### src/rtl/ofl_cfg.svh
// Constants for the operand-field decoder, 16-bit loads and 8-bit arithmetic
`ifndef OFL_CFG_SVH
`define OFL_CFG_SVH
// Flag bit positions
`define OFL_FLAG_S 7
`define OFL_FLAG_Z 6
`define OFL_FLAG_H 4
`define OFL_FLAG_PV 2
`define OFL_FLAG_N 1
`define OFL_FLAG_C 0
// Opcodes and prefixes
`define OFL_OP_LDIMM_PAIR 8'h01
`define OFL_OP_LDIMM_MASK 8'hcf
`define OFL_OP_ST_PAIR_TWO 8'h22
`define OFL_OP_MOV_STK 8'hf9
`define OFL_OP_ED_PREFIX 8'hed
`define OFL_OP_ED_STORE 8'h43
`define OFL_OP_ED_STORE_MASK 8'hcf
`define OFL_OP_IDX_PREFIX 8'hdd
`define OFL_OP_IDX_MASK 8'hdf
`define OFL_OP_ALU_MASK 8'he0
`define OFL_OP_ALU_BASE 8'h80
// Machine cycle T-state figures
`define OFL_T_FETCH 3'd4
`define OFL_T_MEM 3'd3
`define OFL_T_SPLD 3'd6
// Decimal adjust corrections
`define OFL_DA_NONE 8'h00
`define OFL_DA_ADD_LO 8'h06
`define OFL_DA_ADD_HI 8'h60
`define OFL_DA_ADD_BOTH 8'h66
`define OFL_DA_SUB_LO 8'hfa
`define OFL_DA_SUB_HI 8'ha0
`define OFL_DA_SUB_BOTH 8'h9a
// Restart vector step
`define OFL_RST_SHIFT 3
`endif

### src/rtl/ofl_pkg.sv
// Types for the operand-field decoder
package ofl_pkg;
   typedef enum logic [2:0] {
      OFL_ALU_ADD = 3'h0,
      OFL_ALU_ADC = 3'h1,
      OFL_ALU_SUB = 3'h2,
      OFL_ALU_SUBB = 3'h3,
      OFL_ALU_DECADJ = 3'h4
   } ofl_alu_op_t;
   typedef enum logic [2:0] {
      OFL_REG_PAIR0 = 3'h0,
      OFL_REG_PAIR1 = 3'h1,
      OFL_REG_PAIR2 = 3'h2,
      OFL_REG_STK = 3'h3,
      OFL_REG_ACCF = 3'h4,
      OFL_REG_IDX0 = 3'h5,
      OFL_REG_IDX1 = 3'h6
   } ofl_pair_t;
   typedef enum logic [6:0] {
      OFL_ST_FETCH = 7'b0000001,
      OFL_ST_PFX = 7'b0000010,
      OFL_ST_LO = 7'b0000100,
      OFL_ST_HI = 7'b0001000,
      OFL_ST_WRLO = 7'b0010000,
      OFL_ST_WRHI = 7'b0100000,
      OFL_ST_SPX = 7'b1000000
   } ofl_state_t;
endpackage

### src/rtl/ofl_alu_if.sv
// Operand and result bundle between the sequencer and the 8-bit arithmetic unit
`timescale 1ns/1ns
`default_nettype none
interface ofl_alu_if;
   ofl_pkg::ofl_alu_op_t op;
   logic [7:0] acc;
   logic [7:0] operand;
   logic [7:0] flags_in;
   logic [7:0] result;
   logic [7:0] flags_out;
   modport seq (output op, output acc, output operand, output flags_in, input result, input flags_out);
   modport alu (input op, input acc, input operand, input flags_in, output result, output flags_out);
endinterface
`default_nettype wire

### src/rtl/ofl_core.sv
// Operand-field decode, 16-bit load sequencer and register-addressed 8-bit arithmetic
// Notes on behaviour
// - byte field 000..101 picks high, low of pair zero, one, two in turn.
// - arith pair 11 is stack pointer; stack pair 11 is accumulator-flags.
// - condition field tests zero, carry, parity/overflow, sign, clear then set.
// - relative condition field tests zero clear/set, carry clear/set.
// - restart target is field value times eight.
// - immediate pair load takes 4,3,3 T states, flags kept.
// - sixteen-bit operands arrive low byte first, then high byte.
// - prefix 11x11101 redirects pair to first index (x=0) or second (x=1).
// - immediate index load takes 4,4,3,3 T states.
// - opcode 00100010 stores pair two low then high, 4,3,3,3,3 T states.
// - extended or index direct store takes 4,4,3,3,3,3 T states.
// - stack pointer from pair two takes one 6-T-state cycle, flags kept.
// - stack pointer from index takes 4 then 6 T states.
// - add-side decimal adjust adds 00,06,60,66; carry for 60 and 66.
// - subtract-side decimal adjust adds 00,FA,A0,9A; carry kept.
// - add sets sign, zero, half carry bit 3, carry bit 7, overflow; clears N.
// - add-with-carry adds carry in, flags as add.
// - subtract sets sign, zero, borrow flags, overflow and N.
// - subtract-with-borrow encoded 10011 rrr, flags as subtract.
// - register add or subtract finishes in one 4-T-state cycle.
`timescale 1ns/1ns
`default_nettype none
`include "ofl_cfg.svh"
module ofl_core (
   input wire logic mclk,
   input wire logic sys_rst,
   input wire logic clk_en,
   input wire logic byte_valid,
   input wire logic [7:0] byte_in,
   input wire logic [7:0] byte_reg_in,
   input wire logic [2:0] cond_field,
   input wire logic [1:0] rel_cond_field,
   input wire logic [2:0] rst_field,
   input wire logic [1:0] pair_field_stack,
   input wire logic adjust_req,
   output logic byte_ready,
   output logic [7:0] accum,
   output logic [7:0] flags,
   output logic [15:0] pair_zero,
   output logic [15:0] pair_one,
   output logic [15:0] pair_two,
   output logic [15:0] stack_pointer,
   output logic [15:0] index_first,
   output logic [15:0] index_second,
   output logic [2:0] byte_sel,
   output logic [2:0] stack_pair_sel,
   output logic cond_true,
   output logic rel_cond_true,
   output logic [15:0] rst_target,
   output logic mem_wr,
   output logic [15:0] mem_addr,
   output logic [7:0] mem_wdata,
   output logic [2:0] t_states,
   output logic mcycle_done,
   output logic instr_done
);
   ofl_pkg::ofl_state_t state;
   ofl_pkg::ofl_state_t next_state;
   ofl_pkg::ofl_pair_t dest;
   logic is_store;
   logic [7:0] lo_byte;
   logic [15:0] addr;
   logic [2:0] tcnt;
   logic [2:0] tlen;
   logic [2:0] next_tlen;
   logic [2:0] cur_len;
   logic step;
   logic pfx_idx;
   logic pfx_ed;
   logic pfx_sel;
   logic alu_fire;
   ofl_alu_if alu_bus ();

   ofl_alu u_alu (
      .a(alu_bus)
   );

   // ----------------------------------------
   // Helper functions
   // ----------------------------------------
   // arithmetic pair decode
   function automatic ofl_pkg::ofl_pair_t arith_pair(input logic [1:0] f, input logic use0, input logic use1);
      ofl_pkg::ofl_pair_t p;
      p = ofl_pkg::ofl_pair_t'({1'b0, f});
      if (f == 2'b10 && use0) begin
         p = ofl_pkg::OFL_REG_IDX0;
      end else if (f == 2'b10 && use1) begin
         p = ofl_pkg::OFL_REG_IDX1;
      end
      return p;
   endfunction

   function automatic logic [15:0] pair_value(input ofl_pkg::ofl_pair_t p, input logic [15:0] p0, input logic [15:0] p1,
                                              input logic [15:0] p2, input logic [15:0] sp,
                                              input logic [15:0] x0, input logic [15:0] x1);
      logic [15:0] v;
      v = 16'h0000;
      unique case (p)
         ofl_pkg::OFL_REG_PAIR0: v = p0;
         ofl_pkg::OFL_REG_PAIR1: v = p1;
         ofl_pkg::OFL_REG_PAIR2: v = p2;
         ofl_pkg::OFL_REG_STK: v = sp;
         ofl_pkg::OFL_REG_IDX0: v = x0;
         ofl_pkg::OFL_REG_IDX1: v = x1;
         default: v = 16'h0000;
      endcase
      return v;
   endfunction

   // ----------------------------------------
   // Timing of machine cycles
   // ----------------------------------------
   // stack copy stretches own cycle
   assign cur_len = ((state == ofl_pkg::OFL_ST_FETCH || (state == ofl_pkg::OFL_ST_PFX && pfx_idx))
                     && byte_in == `OFL_OP_MOV_STK) ? `OFL_T_SPLD : tlen;
   assign step = clk_en && (tcnt == cur_len - 3'd1);

   always_ff @(posedge mclk) begin
      if (sys_rst) begin
         tcnt <= 3'd0;
         tlen <= `OFL_T_FETCH;
      end else if (clk_en) begin
         if (step) begin
            tcnt <= 3'd0;
            tlen <= next_tlen;
         end else begin
            tcnt <= tcnt + 3'd1;
         end
      end
   end

   // ----------------------------------------
   // Sequencer
   // ----------------------------------------
   always_comb begin
      next_state = state;
      next_tlen = `OFL_T_MEM;
      unique case (state)
         ofl_pkg::OFL_ST_FETCH: begin
            if ((byte_in & `OFL_OP_IDX_MASK) == `OFL_OP_IDX_PREFIX || byte_in == `OFL_OP_ED_PREFIX) begin
               next_state = ofl_pkg::OFL_ST_PFX;
               next_tlen = `OFL_T_FETCH;
            end else if ((byte_in & `OFL_OP_LDIMM_MASK) == `OFL_OP_LDIMM_PAIR || byte_in == `OFL_OP_ST_PAIR_TWO) begin
               next_state = ofl_pkg::OFL_ST_LO;
            end else begin
               next_tlen = `OFL_T_FETCH;
               next_state = ofl_pkg::OFL_ST_FETCH;
            end
         end
         ofl_pkg::OFL_ST_PFX: begin
            if (pfx_idx && byte_in == `OFL_OP_MOV_STK) begin
               next_state = ofl_pkg::OFL_ST_FETCH;
               next_tlen = `OFL_T_FETCH;
            end else if ((pfx_idx && (byte_in == `OFL_OP_LDIMM_PAIR + 8'h20 || byte_in == `OFL_OP_ST_PAIR_TWO))
                         || (pfx_ed && (byte_in & `OFL_OP_ED_STORE_MASK) == `OFL_OP_ED_STORE)) begin
               next_state = ofl_pkg::OFL_ST_LO;
            end else begin
               next_state = ofl_pkg::OFL_ST_FETCH;
               next_tlen = `OFL_T_FETCH;
            end
         end
         ofl_pkg::OFL_ST_LO: next_state = ofl_pkg::OFL_ST_HI;
         ofl_pkg::OFL_ST_HI: begin
            next_state = is_store ? ofl_pkg::OFL_ST_WRLO : ofl_pkg::OFL_ST_FETCH;
            next_tlen = is_store ? `OFL_T_MEM : `OFL_T_FETCH;
         end
         ofl_pkg::OFL_ST_WRLO: next_state = ofl_pkg::OFL_ST_WRHI;
         ofl_pkg::OFL_ST_WRHI: begin
            next_state = ofl_pkg::OFL_ST_FETCH;
            next_tlen = `OFL_T_FETCH;
         end
         ofl_pkg::OFL_ST_SPX: begin
            next_state = ofl_pkg::OFL_ST_FETCH;
            next_tlen = `OFL_T_FETCH;
         end
         default: begin
            next_state = ofl_pkg::OFL_ST_FETCH;
            next_tlen = `OFL_T_FETCH;
         end
      endcase
   end

   always_ff @(posedge mclk) begin
      if (sys_rst) begin
         state <= ofl_pkg::OFL_ST_FETCH;
         pfx_idx <= 1'b0;
         pfx_ed <= 1'b0;
         pfx_sel <= 1'b0;
         dest <= ofl_pkg::OFL_REG_PAIR0;
         is_store <= 1'b0;
         lo_byte <= 8'h00;
         addr <= 16'h0000;
      end else if (step) begin
         state <= next_state;
         unique case (state)
            ofl_pkg::OFL_ST_FETCH: begin
               pfx_idx <= (byte_in & `OFL_OP_IDX_MASK) == `OFL_OP_IDX_PREFIX;
               pfx_ed <= byte_in == `OFL_OP_ED_PREFIX;
               pfx_sel <= byte_in[5];
               dest <= arith_pair(byte_in[5:4], 1'b0, 1'b0);
               is_store <= byte_in == `OFL_OP_ST_PAIR_TWO;
            end
            ofl_pkg::OFL_ST_PFX: begin
               dest <= pfx_ed ? arith_pair(byte_in[5:4], 1'b0, 1'b0) : arith_pair(2'b10, !pfx_sel, pfx_sel);
               is_store <= pfx_ed || byte_in == `OFL_OP_ST_PAIR_TWO;
            end
            ofl_pkg::OFL_ST_LO: lo_byte <= byte_in;
            ofl_pkg::OFL_ST_HI: addr <= {byte_in, lo_byte};
            ofl_pkg::OFL_ST_WRLO: addr <= addr + 16'h0001;
            default: begin
            end
         endcase
      end
   end

   // ----------------------------------------
   // Register array writes
   // ----------------------------------------
   logic [15:0] src;
   assign src = pair_value(dest, pair_zero, pair_one, pair_two, stack_pointer, index_first, index_second);

   always_ff @(posedge mclk) begin
      if (sys_rst) begin
         pair_zero <= 16'h0000;
         pair_one <= 16'h0000;
         pair_two <= 16'h0000;
         stack_pointer <= 16'h0000;
         index_first <= 16'h0000;
         index_second <= 16'h0000;
      end else if (step) begin
         if (state == ofl_pkg::OFL_ST_HI && !is_store) begin
            unique case (dest)
               ofl_pkg::OFL_REG_PAIR0: pair_zero <= {byte_in, lo_byte};
               ofl_pkg::OFL_REG_PAIR1: pair_one <= {byte_in, lo_byte};
               ofl_pkg::OFL_REG_PAIR2: pair_two <= {byte_in, lo_byte};
               ofl_pkg::OFL_REG_STK: stack_pointer <= {byte_in, lo_byte};
               ofl_pkg::OFL_REG_IDX0: index_first <= {byte_in, lo_byte};
               ofl_pkg::OFL_REG_IDX1: index_second <= {byte_in, lo_byte};
               default: begin
               end
            endcase
         end
         if (state == ofl_pkg::OFL_ST_FETCH && byte_in == `OFL_OP_MOV_STK) begin
            stack_pointer <= pair_two;
         end
         if (state == ofl_pkg::OFL_ST_PFX && pfx_idx && byte_in == `OFL_OP_MOV_STK) begin
            stack_pointer <= pfx_sel ? index_second : index_first;
         end
      end
   end

   // ----------------------------------------
   // Memory write port for direct stores
   // ----------------------------------------
   always_ff @(posedge mclk) begin
      if (sys_rst) begin
         mem_wr <= 1'b0;
         mem_addr <= 16'h0000;
         mem_wdata <= 8'h00;
      end else if (clk_en) begin
         mem_wr <= 1'b0;
         if (step && (state == ofl_pkg::OFL_ST_WRLO || state == ofl_pkg::OFL_ST_WRHI)) begin
            // low byte at address, high at address plus one
            mem_wr <= 1'b1;
            mem_addr <= addr;
            mem_wdata <= (state == ofl_pkg::OFL_ST_WRLO) ? src[7:0] : src[15:8];
         end
      end
   end

   // ----------------------------------------
   // Accumulator and flags
   // ----------------------------------------
   assign alu_fire = step && state == ofl_pkg::OFL_ST_FETCH && (((byte_in & `OFL_OP_ALU_MASK) == `OFL_OP_ALU_BASE)
                     || adjust_req);
   assign alu_bus.op = adjust_req ? ofl_pkg::OFL_ALU_DECADJ : ofl_pkg::ofl_alu_op_t'({1'b0, byte_in[4:3]});
   assign alu_bus.acc = accum;
   assign alu_bus.operand = byte_reg_in;
   assign alu_bus.flags_in = flags;

   always_ff @(posedge mclk) begin
      if (sys_rst) begin
         accum <= 8'h00;
         flags <= 8'h00;
      end else if (alu_fire) begin
         accum <= alu_bus.result;
         flags <= alu_bus.flags_out;
      end
   end

   // ----------------------------------------
   // Field decode outputs
   // ----------------------------------------
   always_ff @(posedge mclk) begin
      if (sys_rst) begin
         byte_sel <= 3'd0;
         stack_pair_sel <= 3'd0;
         cond_true <= 1'b0;
         rel_cond_true <= 1'b0;
         rst_target <= 16'h0000;
         byte_ready <= 1'b0;
         t_states <= 3'd0;
         mcycle_done <= 1'b0;
         instr_done <= 1'b0;
      end else if (clk_en) begin
         byte_sel <= byte_in[2:0];
         stack_pair_sel <= (pair_field_stack == 2'b11) ? ofl_pkg::OFL_REG_ACCF : {1'b0, pair_field_stack};
         unique case (cond_field[2:1])
            2'b00: cond_true <= flags[`OFL_FLAG_Z] == cond_field[0];
            2'b01: cond_true <= flags[`OFL_FLAG_C] == cond_field[0];
            2'b10: cond_true <= flags[`OFL_FLAG_PV] == cond_field[0];
            2'b11: cond_true <= flags[`OFL_FLAG_S] == cond_field[0];
         endcase
         rel_cond_true <= (rel_cond_field[1] ? flags[`OFL_FLAG_C] : flags[`OFL_FLAG_Z]) == rel_cond_field[0];
         rst_target <= {10'h000, rst_field, 3'b000};
         byte_ready <= step;
         t_states <= cur_len;
         mcycle_done <= step;
         instr_done <= step && next_state == ofl_pkg::OFL_ST_FETCH;
      end
   end
endmodule
`default_nettype wire

### src/rtl/ofl_alu.sv
// Combinational 8-bit add, subtract and decimal adjust with flag generation
`timescale 1ns/1ns
`default_nettype none
`include "ofl_cfg.svh"
module ofl_alu (
   ofl_alu_if.alu a
);
   logic [4:0] lo;
   logic [8:0] full;
   logic [7:0] sum;
   logic cin;
   logic sub;
   logic [7:0] corr;
   logic dcarry;
   logic [7:0] f;

   // ----------------------------------------
   // Arithmetic
   // ----------------------------------------
   always_comb begin
      f = a.flags_in;
      sub = (a.op == ofl_pkg::OFL_ALU_SUB) || (a.op == ofl_pkg::OFL_ALU_SUBB);
      cin = ((a.op == ofl_pkg::OFL_ALU_ADC) || (a.op == ofl_pkg::OFL_ALU_SUBB)) && a.flags_in[`OFL_FLAG_C];
      corr = `OFL_DA_NONE;
      dcarry = 1'b0;
      lo = 5'h00;
      full = 9'h000;
      sum = 8'h00;
      if (a.op == ofl_pkg::OFL_ALU_DECADJ) begin
         if (!a.flags_in[`OFL_FLAG_N]) begin
            dcarry = a.flags_in[`OFL_FLAG_C] || (a.acc > 8'h99);
            corr = {dcarry ? 4'h6 : 4'h0, (a.flags_in[`OFL_FLAG_H] || a.acc[3:0] > 4'h9) ? 4'h6 : 4'h0};
         end else begin
            dcarry = a.flags_in[`OFL_FLAG_C];
            unique case ({a.flags_in[`OFL_FLAG_C], a.flags_in[`OFL_FLAG_H]})
               2'b00: corr = `OFL_DA_NONE;
               2'b01: corr = `OFL_DA_SUB_LO;
               2'b10: corr = `OFL_DA_SUB_HI;
               2'b11: corr = `OFL_DA_SUB_BOTH;
            endcase
         end
         sum = a.acc + corr;
         f[`OFL_FLAG_C] = dcarry;
         f[`OFL_FLAG_H] = a.flags_in[`OFL_FLAG_N] ? (a.flags_in[`OFL_FLAG_H] && a.acc[3:0] < 4'h6)
                                                  : (a.acc[3:0] > 4'h9);
         f[`OFL_FLAG_PV] = ~^sum;
      end else begin
         if (sub) begin
            lo = {1'b0, a.acc[3:0]} - {1'b0, a.operand[3:0]} - {4'h0, cin};
            full = {1'b0, a.acc} - {1'b0, a.operand} - {8'h00, cin};
         end else begin
            lo = {1'b0, a.acc[3:0]} + {1'b0, a.operand[3:0]} + {4'h0, cin};
            full = {1'b0, a.acc} + {1'b0, a.operand} + {8'h00, cin};
         end
         sum = full[7:0];
         f[`OFL_FLAG_H] = lo[4];
         f[`OFL_FLAG_C] = full[8];
         f[`OFL_FLAG_N] = sub;
         f[`OFL_FLAG_PV] = sub ? ((a.acc[7] != a.operand[7]) && (sum[7] != a.acc[7]))
                               : ((a.acc[7] == a.operand[7]) && (sum[7] != a.acc[7]));
      end
      f[`OFL_FLAG_S] = sum[7];
      f[`OFL_FLAG_Z] = (sum == 8'h00);
      a.result = sum;
      a.flags_out = f;
   end
endmodule
`default_nettype wire

### config.mk
export PLATFORM = sky130hd
export DESIGN_NAME = ofl_core
export DESIGN_NICKNAME = d
export VERILOG_FILES = /design/src/rtl/ofl_pkg.sv /design/src/rtl/ofl_alu_if.sv /design/src/rtl/ofl_core.sv /design/src/rtl/ofl_alu.sv
export VERILOG_INCLUDE_DIRS = /design/src /design/src/rtl
export SDC_FILE = /design/constraint.sdc
export NUM_CORES = 1
export LEC_CHECK = 0
export BUFFER_PORTS_ARGS = -buffer_cell sky130_fd_sc_hd__buf_2
export CORE_MARGIN = 4
export CORE_UTILIZATION = 30
export CTS_BUF_LIST = sky130_fd_sc_hd__clkbuf_8
export DETAILED_ROUTE_END_ITERATION = 6
export GPL_TIMING_DRIVEN = 0
export HOLD_SLACK_MARGIN = 0.06
export PLACE_DENSITY_LB_ADDON = 0.1
export SETUP_SLACK_MARGIN = 0.1
export SYNTH_ARGS = -nofsm -noshare
export SYNTH_HDL_FRONTEND = slang
export SYNTH_HIERARCHICAL = 1
export SYNTH_SLANG_ARGS = --single-unit
export TNS_END_PERCENT = 50
### constraint.sdc
create_clock -name mclk -period 3.9 [get_ports mclk]
set_input_delay 0.39 -clock mclk [delete_from_list [all_inputs] [get_ports mclk]]
set_output_delay 0.39 -clock mclk [all_outputs]
set_load 0.01 [all_outputs]
==> results of run 1 <==
per-stage QoR:
step / area [um^2] / util / setup WS (ps)
final: 13010 / 0.3561 / 280.5
after global routing: 13010 / 0.3561 / 75.99
after CTS: 13000 / 0.3558 / 94.13
after detailed placement: 12600 / 0.3451 / -206.0
after global placement: 12600 / 0.3451 / -207.6
after floorplan: 11120 / - / 578.8
flip-flops by register name (all words and copies together), names as in the netlist, 16 cells and up:
name           flops
addr              16
index_first       16
index_second      16
mem_addr          16
pair_one          16
pair_two          16
pair_zero         16
stack_pointer     16
area by class of cell:
type,instances,area (um^2)
fill,3963,23520
inverter,39,146.4
sequential,195,3910
tap,468,585.6
buffer,116,581.8
timing repair buffer,179,895.9
multi-input combinational,964,6496
clock inverter,11,127.6
clock buffer,19,261.5
power breakdown:
| part | internal (mW) | switching [mW] | total, mW |
|---|---|---|---|
| clock network | 0.601 | 0.802 | 1.40 |
| logic | 0.108 | 0.224 | 0.332 |
| registers | 2.00 | 0.00755 | 2.01 |
| total | 2.71 | 1.03 | 3.74 |
per-layer routing:
layer | global-route usage | share of wire
met1 | 0.3002 | 0.45
met2 | 0.3565 | 0.47
met3 | 0.03869 | 0.059
met4 | 0.05950 | 0.022
met5 | 0 | 0
critical path: stages (launching register included):
cell and delay (ps):
dfxtp_4 420, nand2_1 60, or2_2 310, inv_1 80
fa_1 150, inv_1 60, fa_1 390, nand2b_1 160
a21oi_1 320, xnor2_1 160, a21oi_1 80, a22o_1 260
or4b_4 550, nor4_2 260, nand4_1 130, a21oi_1 160
what timing repair did:
action	in CTS	in global routing
endpoints found under the hold margin	0	0
resized for setup	1	6
buffers inserted	0	0
hold buffers	0	0
setup endpoints to repair	1	5
pin swaps	0	1
synthesized netlist by cell type (18+ instances only):
cell      count
clkbuf_1     64
mux2_2       22
buf_4        27
a21oi_1     120
nand2b_1     18
dfxtp_1     195
nand2_1     201
mux2i_1     128
xnor2_1      26
inv_1        38
nand3_1      33
nor2_1       62
nand4_1      19
o31ai_1      21
o21ai_0      50
ha_1         32
kinds of logic (layout without fill, tap and decap cells):
kind of cell | Yosys count | after routing | synth area share
other | 1 | 13 | 0.0003386
xor gates and xnor gates | 33 | 33 | 0.02734
AOI/OAI and AO/OA | 312 | 312 | 0.1865
muxes | 152 | 152 | 0.1421
buffers and inverters | 155 | 364 | 0.06575
and+or+nand+nor | 417 | 417 | 0.1803
adders and majority gates | 37 | 37 | 0.04519
DFF | 195 | 195 | 0.3525
worst max-delay path by stage:
stage | start | end | slack, ps
detailed placement | byte_in[3] | accum[7] | -210
global route | flags[0] | flags[6] | 80
CTS | flags[0] | flags[2] | 90
global placement | byte_in[3] | accum[7] | -210
finish | flags[0] | flags[6] | 280
floorplan | byte_in[3] | flags[6] | 580
==> key figures, run 1 <==
Routing
  – TritonRoute pass-1 iters: 5
  – First DRT Iteration DRCs: 719
  – Antenna viol nets, final: 0
  – WL/cell: 22.72 um
  – Via count: roughly 11000
  – DR vias/cell: 5.283
  – Drt drc: 0
  – Overall routed net length: about 45000 um

Timing
  – Setup TNS: 0 ps
  – Min Tclk post-route: 3620 ps
  – Max-slew violation count: 0
  – Relative slew slack: 0.1779
  – Final worst path period share: 0.9281
  – Final Hold Vio Count: 0
  – Worst Max-Slew Pin Slew: 1229 ps
  – RSZ-0062 raised after global routing: yes
  – Final Hold Slack: roughly 120 ps
  – Final setup viols: 0
  – Worst clock skew: 24.21 ps
  – Fmax achieved: roughly 0.28 GHz

Synth
  – Top cell type's share of synthesized area: 0.3525
  – Cell taking the most area after synthesis: dfxtp_1
  – Ys flop type: dfxtp_1
  – Unique masters post-synth: 80
  – Synth area leaders: dfxtp_1 35%, mux2i_1 12%, nand2_1 6.8%, a21oi_1 5.4%, ha_1 3.6%
  – Mapped Cells: 1302
  – Mapped cell area: 11080 um^2
  – Post-synth EDFFs: 0
  – Asr flop ratio synth: 0
  – Mean Syn Cell Area: 8.507 um^2
  – Register area share after synthesis: 0.3525
  – Syn. warnings: 6
  – Synthesized flop and latch total: a little under 200

Run status
  – Status: finished clean

Critical path
  – R2r startpoint: flags[0]
  – Startpoint types: flop
  – CP arrival: 4040 ps
  – Setup slack, reg-to-reg: between 200 and 300 ps
  – Crit. End Element: flop
  – R2r endpoint: flags[6]
  – R2R cell count: 15
  – Critical Path Fanout Max: 8
  – Worst setup path class: reg -> reg
  – Required @ worst endpoint: ~4300 ps

Clocking
  – CTS tree: built
  – Htree depth: 4
  – CTS Buf Count: 17
  – CTS Sinks: just under 200
  – Root buffer cell: clkbuf_8
  – Reg clk slew, reported paths: 100 ps
  – Largest buffer count on any clock path: 2
  – Clk_lat worst skew: 510 ps

Power
  – Peak supply drop: 0.0002015 V
  – PD cells: 287.8 nW/um^2
  – Post-route total power: 3.743 mW
  – P_leak: 5.518 nW

Flow run
  – Max-capacitance violation count: 0

Hold path
  – Hold Path Depth: 3
  – HP Class: in -> reg
  – Start point of the worst hold path: rst_field[2]
  – Hold Path Sink: rst_target[5]

Floorplanning
  – I/O Pins: around 200
  – Die extent in y: roughly 200 um
  – Die area: 40060 um^2
  – Initial core utilization: 0.3033
  – Row count: 70
  – Core ar.: 36520 um^2
  – Die width: 200.1 um

Placement
  – Placed cells: 1961
  – GP Congestion: 0.8680
  – I/O Buffers: 179
  – DP HPWL: 33860 um

Finish
  – Number of nets in the layout: 1580
  – Most common cell after layout, fill and taps aside: nand2_1
  – Most frequent cells in the layout: 201 x nand2_1, 192 x dfxtp_1, 191 x buf_2
  – Antenna diodes: 0
  – Finished Layout Cells: 1991
  – Share of cells above drive strength 1: 0.2016
  – Area grow syn2layout: 17.42%

Global routing
  – First-pass GRT wire length: 67460 um
  – Number of global-route vias before repair: approximately 10000
  – Global-route usage over all layers: 0.2187
  – Largest net degree at the start of global routing: 17
  – GR Overflow Total: 0
  – Initial antenna violation count: 0
Power figures use the tool's default switching activity.
==> run 2: changes to the inputs <==
- CORE_MARGIN: 4 -> not set
==> key figures, run 2 (synthesis gave the netlist of run 1 again) <==
Global routing
  – GR Overflow Total: 0 (unchanged)
  – Initial antenna violation count: 1 (was 0)
  – First-pass GRT wire length: 65740 um (was 67460 um)
  – Largest net degree at the start of global routing: 17 (unchanged)
  – Number of global-route vias before repair: 10420 (about the same)
  – Global-route usage over all layers: 0.2332 (was 0.2187)

Clocking
  – CTS Sinks: 195 (unchanged)
  – Largest buffer count on any clock path: 2 (unchanged)
  – Hold Buf Count CTS: 0 (unchanged)
  – Reg clk slew, reported paths: 110 ps (was 100 ps)
  – Root buffer cell: clkbuf_8 (unchanged)
  – CTS tree: built (unchanged)
  – CTS Buf Count: 17 (unchanged)
  – Clk_lat worst skew: 520 ps (was 510 ps)
  – Number of setup buffers added after CTS: 0 (unchanged)
  – Htree depth: 4 (unchanged)

Routing
  – First DRT Iteration DRCs: 783 (was 719)
  – TritonRoute pass-1 iters: 5 (unchanged)
  – Drt drc: 0 (unchanged)
  – Via count: 10540 (was 10520)
  – Overall routed net length: 44210 um (was 45240 um)
  – DR vias/cell: 5.288 (was 5.283)
  – Antenna viol nets, final: 0 (unchanged)
  – WL/cell: 22.18 um (was 22.72 um)

Timing
  – Fmax achieved: 0.2805 GHz (was 0.2763 GHz)
  – Final Hold Slack: 101.8 ps (was 123.7 ps)
  – Max-slew violation count: 0 (unchanged)
  – Final setup viols: 0 (unchanged)
  – Worst Max-Slew Pin Slew: 1254 ps (was 1229 ps)
  – Min Tclk post-route: 3565 ps (was 3620 ps)
  – Setup ws final: 335.2 ps (was 280.5 ps)
  – Final Hold Vio Count: 0 (unchanged)
  – Worst clock skew: 20.51 ps (was 24.21 ps)
  – Relative slew slack: 0.1607 (was 0.1779)
  – RSZ-0062 raised after global routing: no (was yes)
  – Final worst path period share: 0.9141 (was 0.9281)

Power
  – Post-route total power: 3.686 mW (was 3.743 mW)
  – Peak supply drop: 0.0002411 V (was 0.0002015 V)
  – PD cells: 283.4 nW/um^2 (was 287.8 nW/um^2)
  – P_leak: 5.525 nW (was 5.518 nW)

Critical path
  – Crit. End Element: flop (unchanged)
  – Top Family by Delay on Critical Path: compound AO/OA/AOI/OAI gates (was simple AND/OR/NAND/NOR gates)
  – CP Capture Point: flags[2] (was flags[6])
  – Worst setup path class: reg -> reg (unchanged)
  – Most frequent CP cell: a21oi_1 (unchanged)
  – Critical Path Slowest Stage Cell: dfxtp_4 (was or4b_4)
  – R2r endpoint: flags[2] (was flags[6])
  – Critical Path Fanout Max: 10 (was 8)
  – R2r startpoint: accum[1] (was flags[0])
  – R2R cell count: 17 (was 15)
  – CP startpoint: accum[1] (was flags[0])
  – Startpoint types: flop (unchanged)
  – CP max stage delay: 410 ps (was 550 ps)
  – Worst path depth: 17 (was 15)
  – Required @ worst endpoint: 4270 ps (was 4320 ps)
  – Setup slack, reg-to-reg: 340 ps (was 280 ps)
  – CP arrival: 3940 ps (was 4040 ps)
  – Buf/Inv on CP: 1 (was 2)
  – CP cell instances: inv_1, nand2_1, a21oi_1, nor2_1, or2_2, ha_1, fa_1, a21o_1, a21oi_2, o21bai_1, a21oi_1, xnor2_1, xnor3_1, nand2_1, o31ai_1, nand4_1, a21oi_1 (was nand2_1, or2_2, inv_1, fa_1, inv_1, fa_1, nand2b_1, a21oi_1, xnor2_1, a21oi_1, a22o_1, or4b_4, nor4_2, nand4_1, a21oi_1)

Floorplanning
  – Die extent in y: 194.1 um (was 200.1 um)
  – Initial core utilization: 0.3040 (was 0.3033)
  – Row count: 70 (unchanged)
  – I/O Pins: 198 (unchanged)
  – Die area: 37690 um^2 (was 40060 um^2)
  – Die width: 194.1 um (was 200.1 um)
  – Core ar.: 36430 um^2 (was 36520 um^2)

Hold path
  – HP Class: in -> reg (unchanged)
  – Start point of the worst hold path: rst_field[2] (unchanged)

Finish
  – Most common cell after layout, fill and taps aside: nand2_1 (unchanged)
  – Multi-input gate area in the final layout: 6496 um^2 (unchanged)
  – Fillers: 3905 (was 3963)
  – Number of nets in the layout: 1580 (unchanged)
  – FF/Latch Area: 3913 um^2 (was 3910 um^2)
  – Area grow syn2layout: 17.42% (unchanged)
  – Share of cells above drive strength 1: 0.2001 (was 0.2016)
  – Fin area: 13010 um^2 (unchanged)
  – Most frequent cells in the layout: 201 x nand2_1, 192 x dfxtp_1, 191 x buf_2 (unchanged)

Placement
  – DP HPWL: 33040 um (was 33860 um)
  – Worst slack at placement: -220.0 ps (was -206.0 ps)
  – DP Area: 12600 um^2 (unchanged)
  – GP Congestion: 0.8537 (was 0.8680)
  – I/O Buffers: 179 (unchanged)

Run status
  – Status: finished clean (unchanged)

Flow run
  – Max-capacitance violation count: 0 (unchanged)
-- run 2: cell count changes in the layout (fill, tap and decap cells not counted) --
cell	delta
clkbuf_8	+3
inv_1	+3
clkinv_2	-2
bufinv_16	-1
clkinv_4	-1
dfxtp_2	-1
dfxtp_4	+1
diode_2	+1
inv_6	-1
-- run 2: timing repair --
action,in CTS,in global routing
gates resized for setup,1,7
endpoints found under the setup margin,3,5
pin swaps,0,0
hold endpoints to repair,0,0
-- run 2: layout make-up --
cell class,count,area share
Buffer,116,0.04474
Antenna cell,1,0.0001924
Clock buffer,22,0.02328
Clock inverter,9,0.006254
Tap cell,468,0.04503
Sequential cell,195,0.3008
Timing Repair Buffer,179,0.06889
Inverter,39,0.01126
Multi-Input combinational cell,964,0.4995
-- run 2: stage by stage --
step                utilization  cells  setup TNS (ps)
floorplan                     -   1314               0
global placement         0.3459   1961          -599.4
detailed placement       0.3459   1961          -703.9
CTS                      0.3565   1992               0
global route             0.3569   1993               0
finish                   0.3569   1993               0
-- run 2: layer usage --
layer  GRT usage  vias to the layer above  part of all wire
met1      0.3097                     5017              0.46
met4     0.09641                        0             0.034
met5           0                        -                 0
li1            -                     5040                 -
met2      0.3701                      400              0.45
met3     0.04366                       81             0.057
-- run 2: how the worst min path moves through the flow --
| stage | end | cells past startpoint |
|---|---|---|
| 2_1_floorplan | mem_addr[11] | 2 |
| 3_3_place_gp | mem_addr[0] | 2 |
| 3_5_place_dp | mem_addr[6] | 2 |
| 4_1_cts | rst_target[5] | 3 |
| 5_1_grt | rst_target[5] | 3 |
| 6_report | rst_target[5] | 3 |
-- run 2: power breakdown --
group / internal (mW) / total, mW / switching, mW
clock: 0.584 / 1.35 / 0.766
sequential: 2.00 / 2.01 / 0.00783
combinational: 0.108 / 0.329 / 0.221
-- run 2: worst reg2reg max path, delay by kind of cell (launching register included) --
kind / cells / cell delay, ps
buffers and inverters: 1 / 110
XOR/XNOR: 2 / 550
adder cells (fa/ha/maj): 2 / 620
flip-flops: 1 / 410
AO/OA/AOI/OAI: 7 / 990
AND/OR/NAND/NOR: 5 / 740
==> run 3: changes to the inputs <==
- BUFFER_PORTS_ARGS: -buffer_cell sky130_fd_sc_hd__buf_2 -> -buffer_cell sky130_fd_sc_hd__buf_4
- CAP_MARGIN: not set -> 15
==> key figures, run 3 (synthesis gave the netlist of run 1 again) <==
Timing
  – Fmax achieved: 0.2803 GHz (was 0.2805 GHz)
  – Final Hold Vio Count: 0 (unchanged)
  – Worst Max-Slew Pin Slew: 991.9 ps (was 1254 ps)
  – RSZ-0062 raised after global routing: no (unchanged)
  – Final setup viols: 0 (unchanged)
  – Setup TNS: 0 ps (unchanged)
  – Final Hold Slack: 123.9 ps (was 101.8 ps)
  – Max-slew violation count: 0 (unchanged)
  – Min Tclk post-route: 3568 ps (was 3565 ps)
  – Final worst path period share: 0.9149 (was 0.9141)
  – Relative slew slack: 0.3387 (was 0.1607)
  – Worst clock skew: 18.62 ps (was 20.51 ps)

Routing
  – DR vias/cell: 5.341 (was 5.288)
  – Drt drc: 1 (was 0)
  – WL/cell: 22.31 um (was 22.18 um)
  – Via count: 10650 (was 10540)
  – TritonRoute pass-1 iters: 7 (was 5)
  – First DRT Iteration DRCs: 727 (was 783)
  – Overall routed net length: 44470 um (was 44210 um)
  – Antenna viol nets, final: 0 (unchanged)

Finish
  – Fin util: 0.3712 (was 0.3569)
  – Most frequent cells in the layout: 206 x buf_4, 200 x nand2_1, 192 x dfxtp_1 (was 201 x nand2_1, 192 x dfxtp_1, 191 x buf_2)
  – Antenna diodes: 0 (was 1)
  – Share of cells above drive strength 1: 0.2052 (was 0.2001)
  – Fin area: 13520 um^2 (was 13010 um^2)
  – Most common cell after layout, fill and taps aside: buf_4 (was nand2_1)
  – Number of nets in the layout: 1581 (was 1580)
  – Fillers: 3847 (was 3905)
  – Area grow syn2layout: 22.10% (was 17.42%)

Clocking
  – Htree depth: 4 (unchanged)
  – Largest buffer count on any clock path: 2 (unchanged)
  – CTS tree: built (unchanged)
  – Reg clk slew, reported paths: 100 ps (was 110 ps)
  – CTS Buf Count: 17 (unchanged)
  – Root buffer cell: clkbuf_8 (unchanged)
  – Clk_lat worst skew: 500 ps (was 520 ps)
  – CTS Sinks: 195 (unchanged)
  – Number of setup buffers added after CTS: 0 (unchanged)
  – Hold Buf Count CTS: 0 (unchanged)

Floorplanning
  – Die width: 194.1 um (unchanged)
  – Initial core utilization: 0.3040 (unchanged)
  – Die extent in y: 194.1 um (unchanged)
  – Row count: 70 (unchanged)
  – Core ar.: 36430 um^2 (unchanged)
  – I/O Pins: 198 (unchanged)
  – Die area: 37690 um^2 (unchanged)

Critical path
  – CP max stage delay: 570 ps (was 410 ps)
  – Critical Path Slowest Stage Cell: fa_2 (was dfxtp_4)
  – CP cell instances: nand2_1, or2_2, fa_2, inv_1, ha_1, o21a_1, or3_1, a21oi_1, a21oi_1, o21a_1, or4b_4, nor4_2, nand4_1, a21oi_1 (was inv_1, nand2_1, a21oi_1, nor2_1, or2_2, ha_1, fa_1, a21o_1, a21oi_2, o21bai_1, a21oi_1, xnor2_1, xnor3_1, nand2_1, o31ai_1, nand4_1, a21oi_1)
  – Critical Path Fanout Max: 8 (was 10)
  – R2r endpoint: flags[6] (was flags[2])
  – Setup slack, reg-to-reg: 330 ps (was 340 ps)
  – CP arrival: 3990 ps (was 3940 ps)
  – Required @ worst endpoint: 4320 ps (was 4270 ps)
  – CP Capture Point: flags[6] (was flags[2])
  – R2r startpoint: flags[0] (was accum[1])
  – Worst setup path class: reg -> reg (unchanged)
  – Startpoint types: flop (unchanged)
  – R2R cell count: 14 (was 17)
  – Crit. End Element: flop (unchanged)
  – CP startpoint: flags[0] (was accum[1])
  – Most frequent CP cell: a21oi_1 (unchanged)

Placement
  – GP Congestion: 0.8640 (was 0.8537)
  – DP HPWL: 33140 um (was 33040 um)
  – DP Area: 13050 um^2 (was 12600 um^2)
  – I/O Buffers: 179 (unchanged)

Power
  – PD cells: 283.0 nW/um^2 (was 283.4 nW/um^2)
  – Post-route total power: 3.827 mW (was 3.686 mW)
  – Peak supply drop: 0.0002022 V (was 0.0002411 V)
  – P_leak: 5.559 nW (was 5.525 nW)

Global routing
  – Number of global-route vias before repair: 10280 (was 10420)
  – GR Overflow Total: 0 (unchanged)
  – First-pass GRT wire length: 65960 um (was 65740 um)
  – Global-route usage over all layers: 0.2327 (was 0.2332)
  – Largest net degree at the start of global routing: 17 (unchanged)
  – Initial antenna violation count: 0 (was 1)

Run status
  – Status: finished, violations left (was finished clean)
  – Failing checks: DRC

Hold path
  – HP Class: in -> reg (unchanged)
  – Hold Path Depth: 3 (unchanged)

Flow run
  – Max-capacitance violation count: 0 (unchanged)
run 3: where the power goes:
part,switching (mW),internal (mW),leakage (nW)
Combinational,0.225,0.120,3.77
Sequential,0.00852,2.00,1.57
Clock,0.786,0.688,0.219
Total,1.02,2.81,5.56
run 3: routing by layer:
layer / vias to the layer above / GRT usage / share of wire
li1: 5030 / - / -
met1: 5166 / 0.3114 / 0.46
met2: 371 / 0.3720 / 0.45
met3: 78 / 0.04122 / 0.054
met4: 0 / 0.08760 / 0.032
met5: - / 0 / 0
run 3: layout make-up:
class | count | area, um^2 | share of cell area
multi-input cells | 964 | 6514 | 0.4817
repair buffers | 180 | 1355 | 0.1002
flip-flops and latches | 195 | 3913 | 0.2893
clock buffers | 20 | 275.3 | 0.02036
clock inverters | 11 | 152.6 | 0.01129
inverters | 39 | 146.4 | 0.01083
plain buffers | 116 | 581.8 | 0.04302
well taps | 468 | 585.6 | 0.04330
run 3: stage by stage:
step | setup slack, ps | cells
global route | 101.1 | 1993
detailed placement | -95.78 | 1961
global placement | -82.19 | 1961
floorplan | 578.8 | 1314
CTS | 98.79 | 1992
finish | 332.0 | 1993
run 3: worst min-delay path by stage:
| stage | from | end | slack (ps) |
|---|---|---|---|
| floorplan | addr[11] | mem_addr[11] | 440 |
| global placement | mem_addr[14] | mem_addr[14] | 450 |
| detailed placement | mem_addr[0] | mem_addr[0] | 450 |
| CTS | rst_field[2] | rst_target[5] | 110 |
| global route | rst_field[2] | rst_target[5] | 110 |
| finish | rst_field[2] | rst_target[5] | 120 |
run 3: what timing repair did:
item	CTS	global route
pin swaps	0	1
gates resized for setup	1	13
endpoints found under the hold margin	0	0
setup endpoints to repair	1	5
run 3: critical path: cells and delay by family, from the launching register on:
kind / cells / cell delay (ps)
flip-flops: 1 / 410
adder cells (fa/ha/maj): 2 / 740
AND/OR/NAND/NOR: 6 / 1560
buffers and inverters: 1 / 50
AO/OA/AOI/OAI: 5 / 740
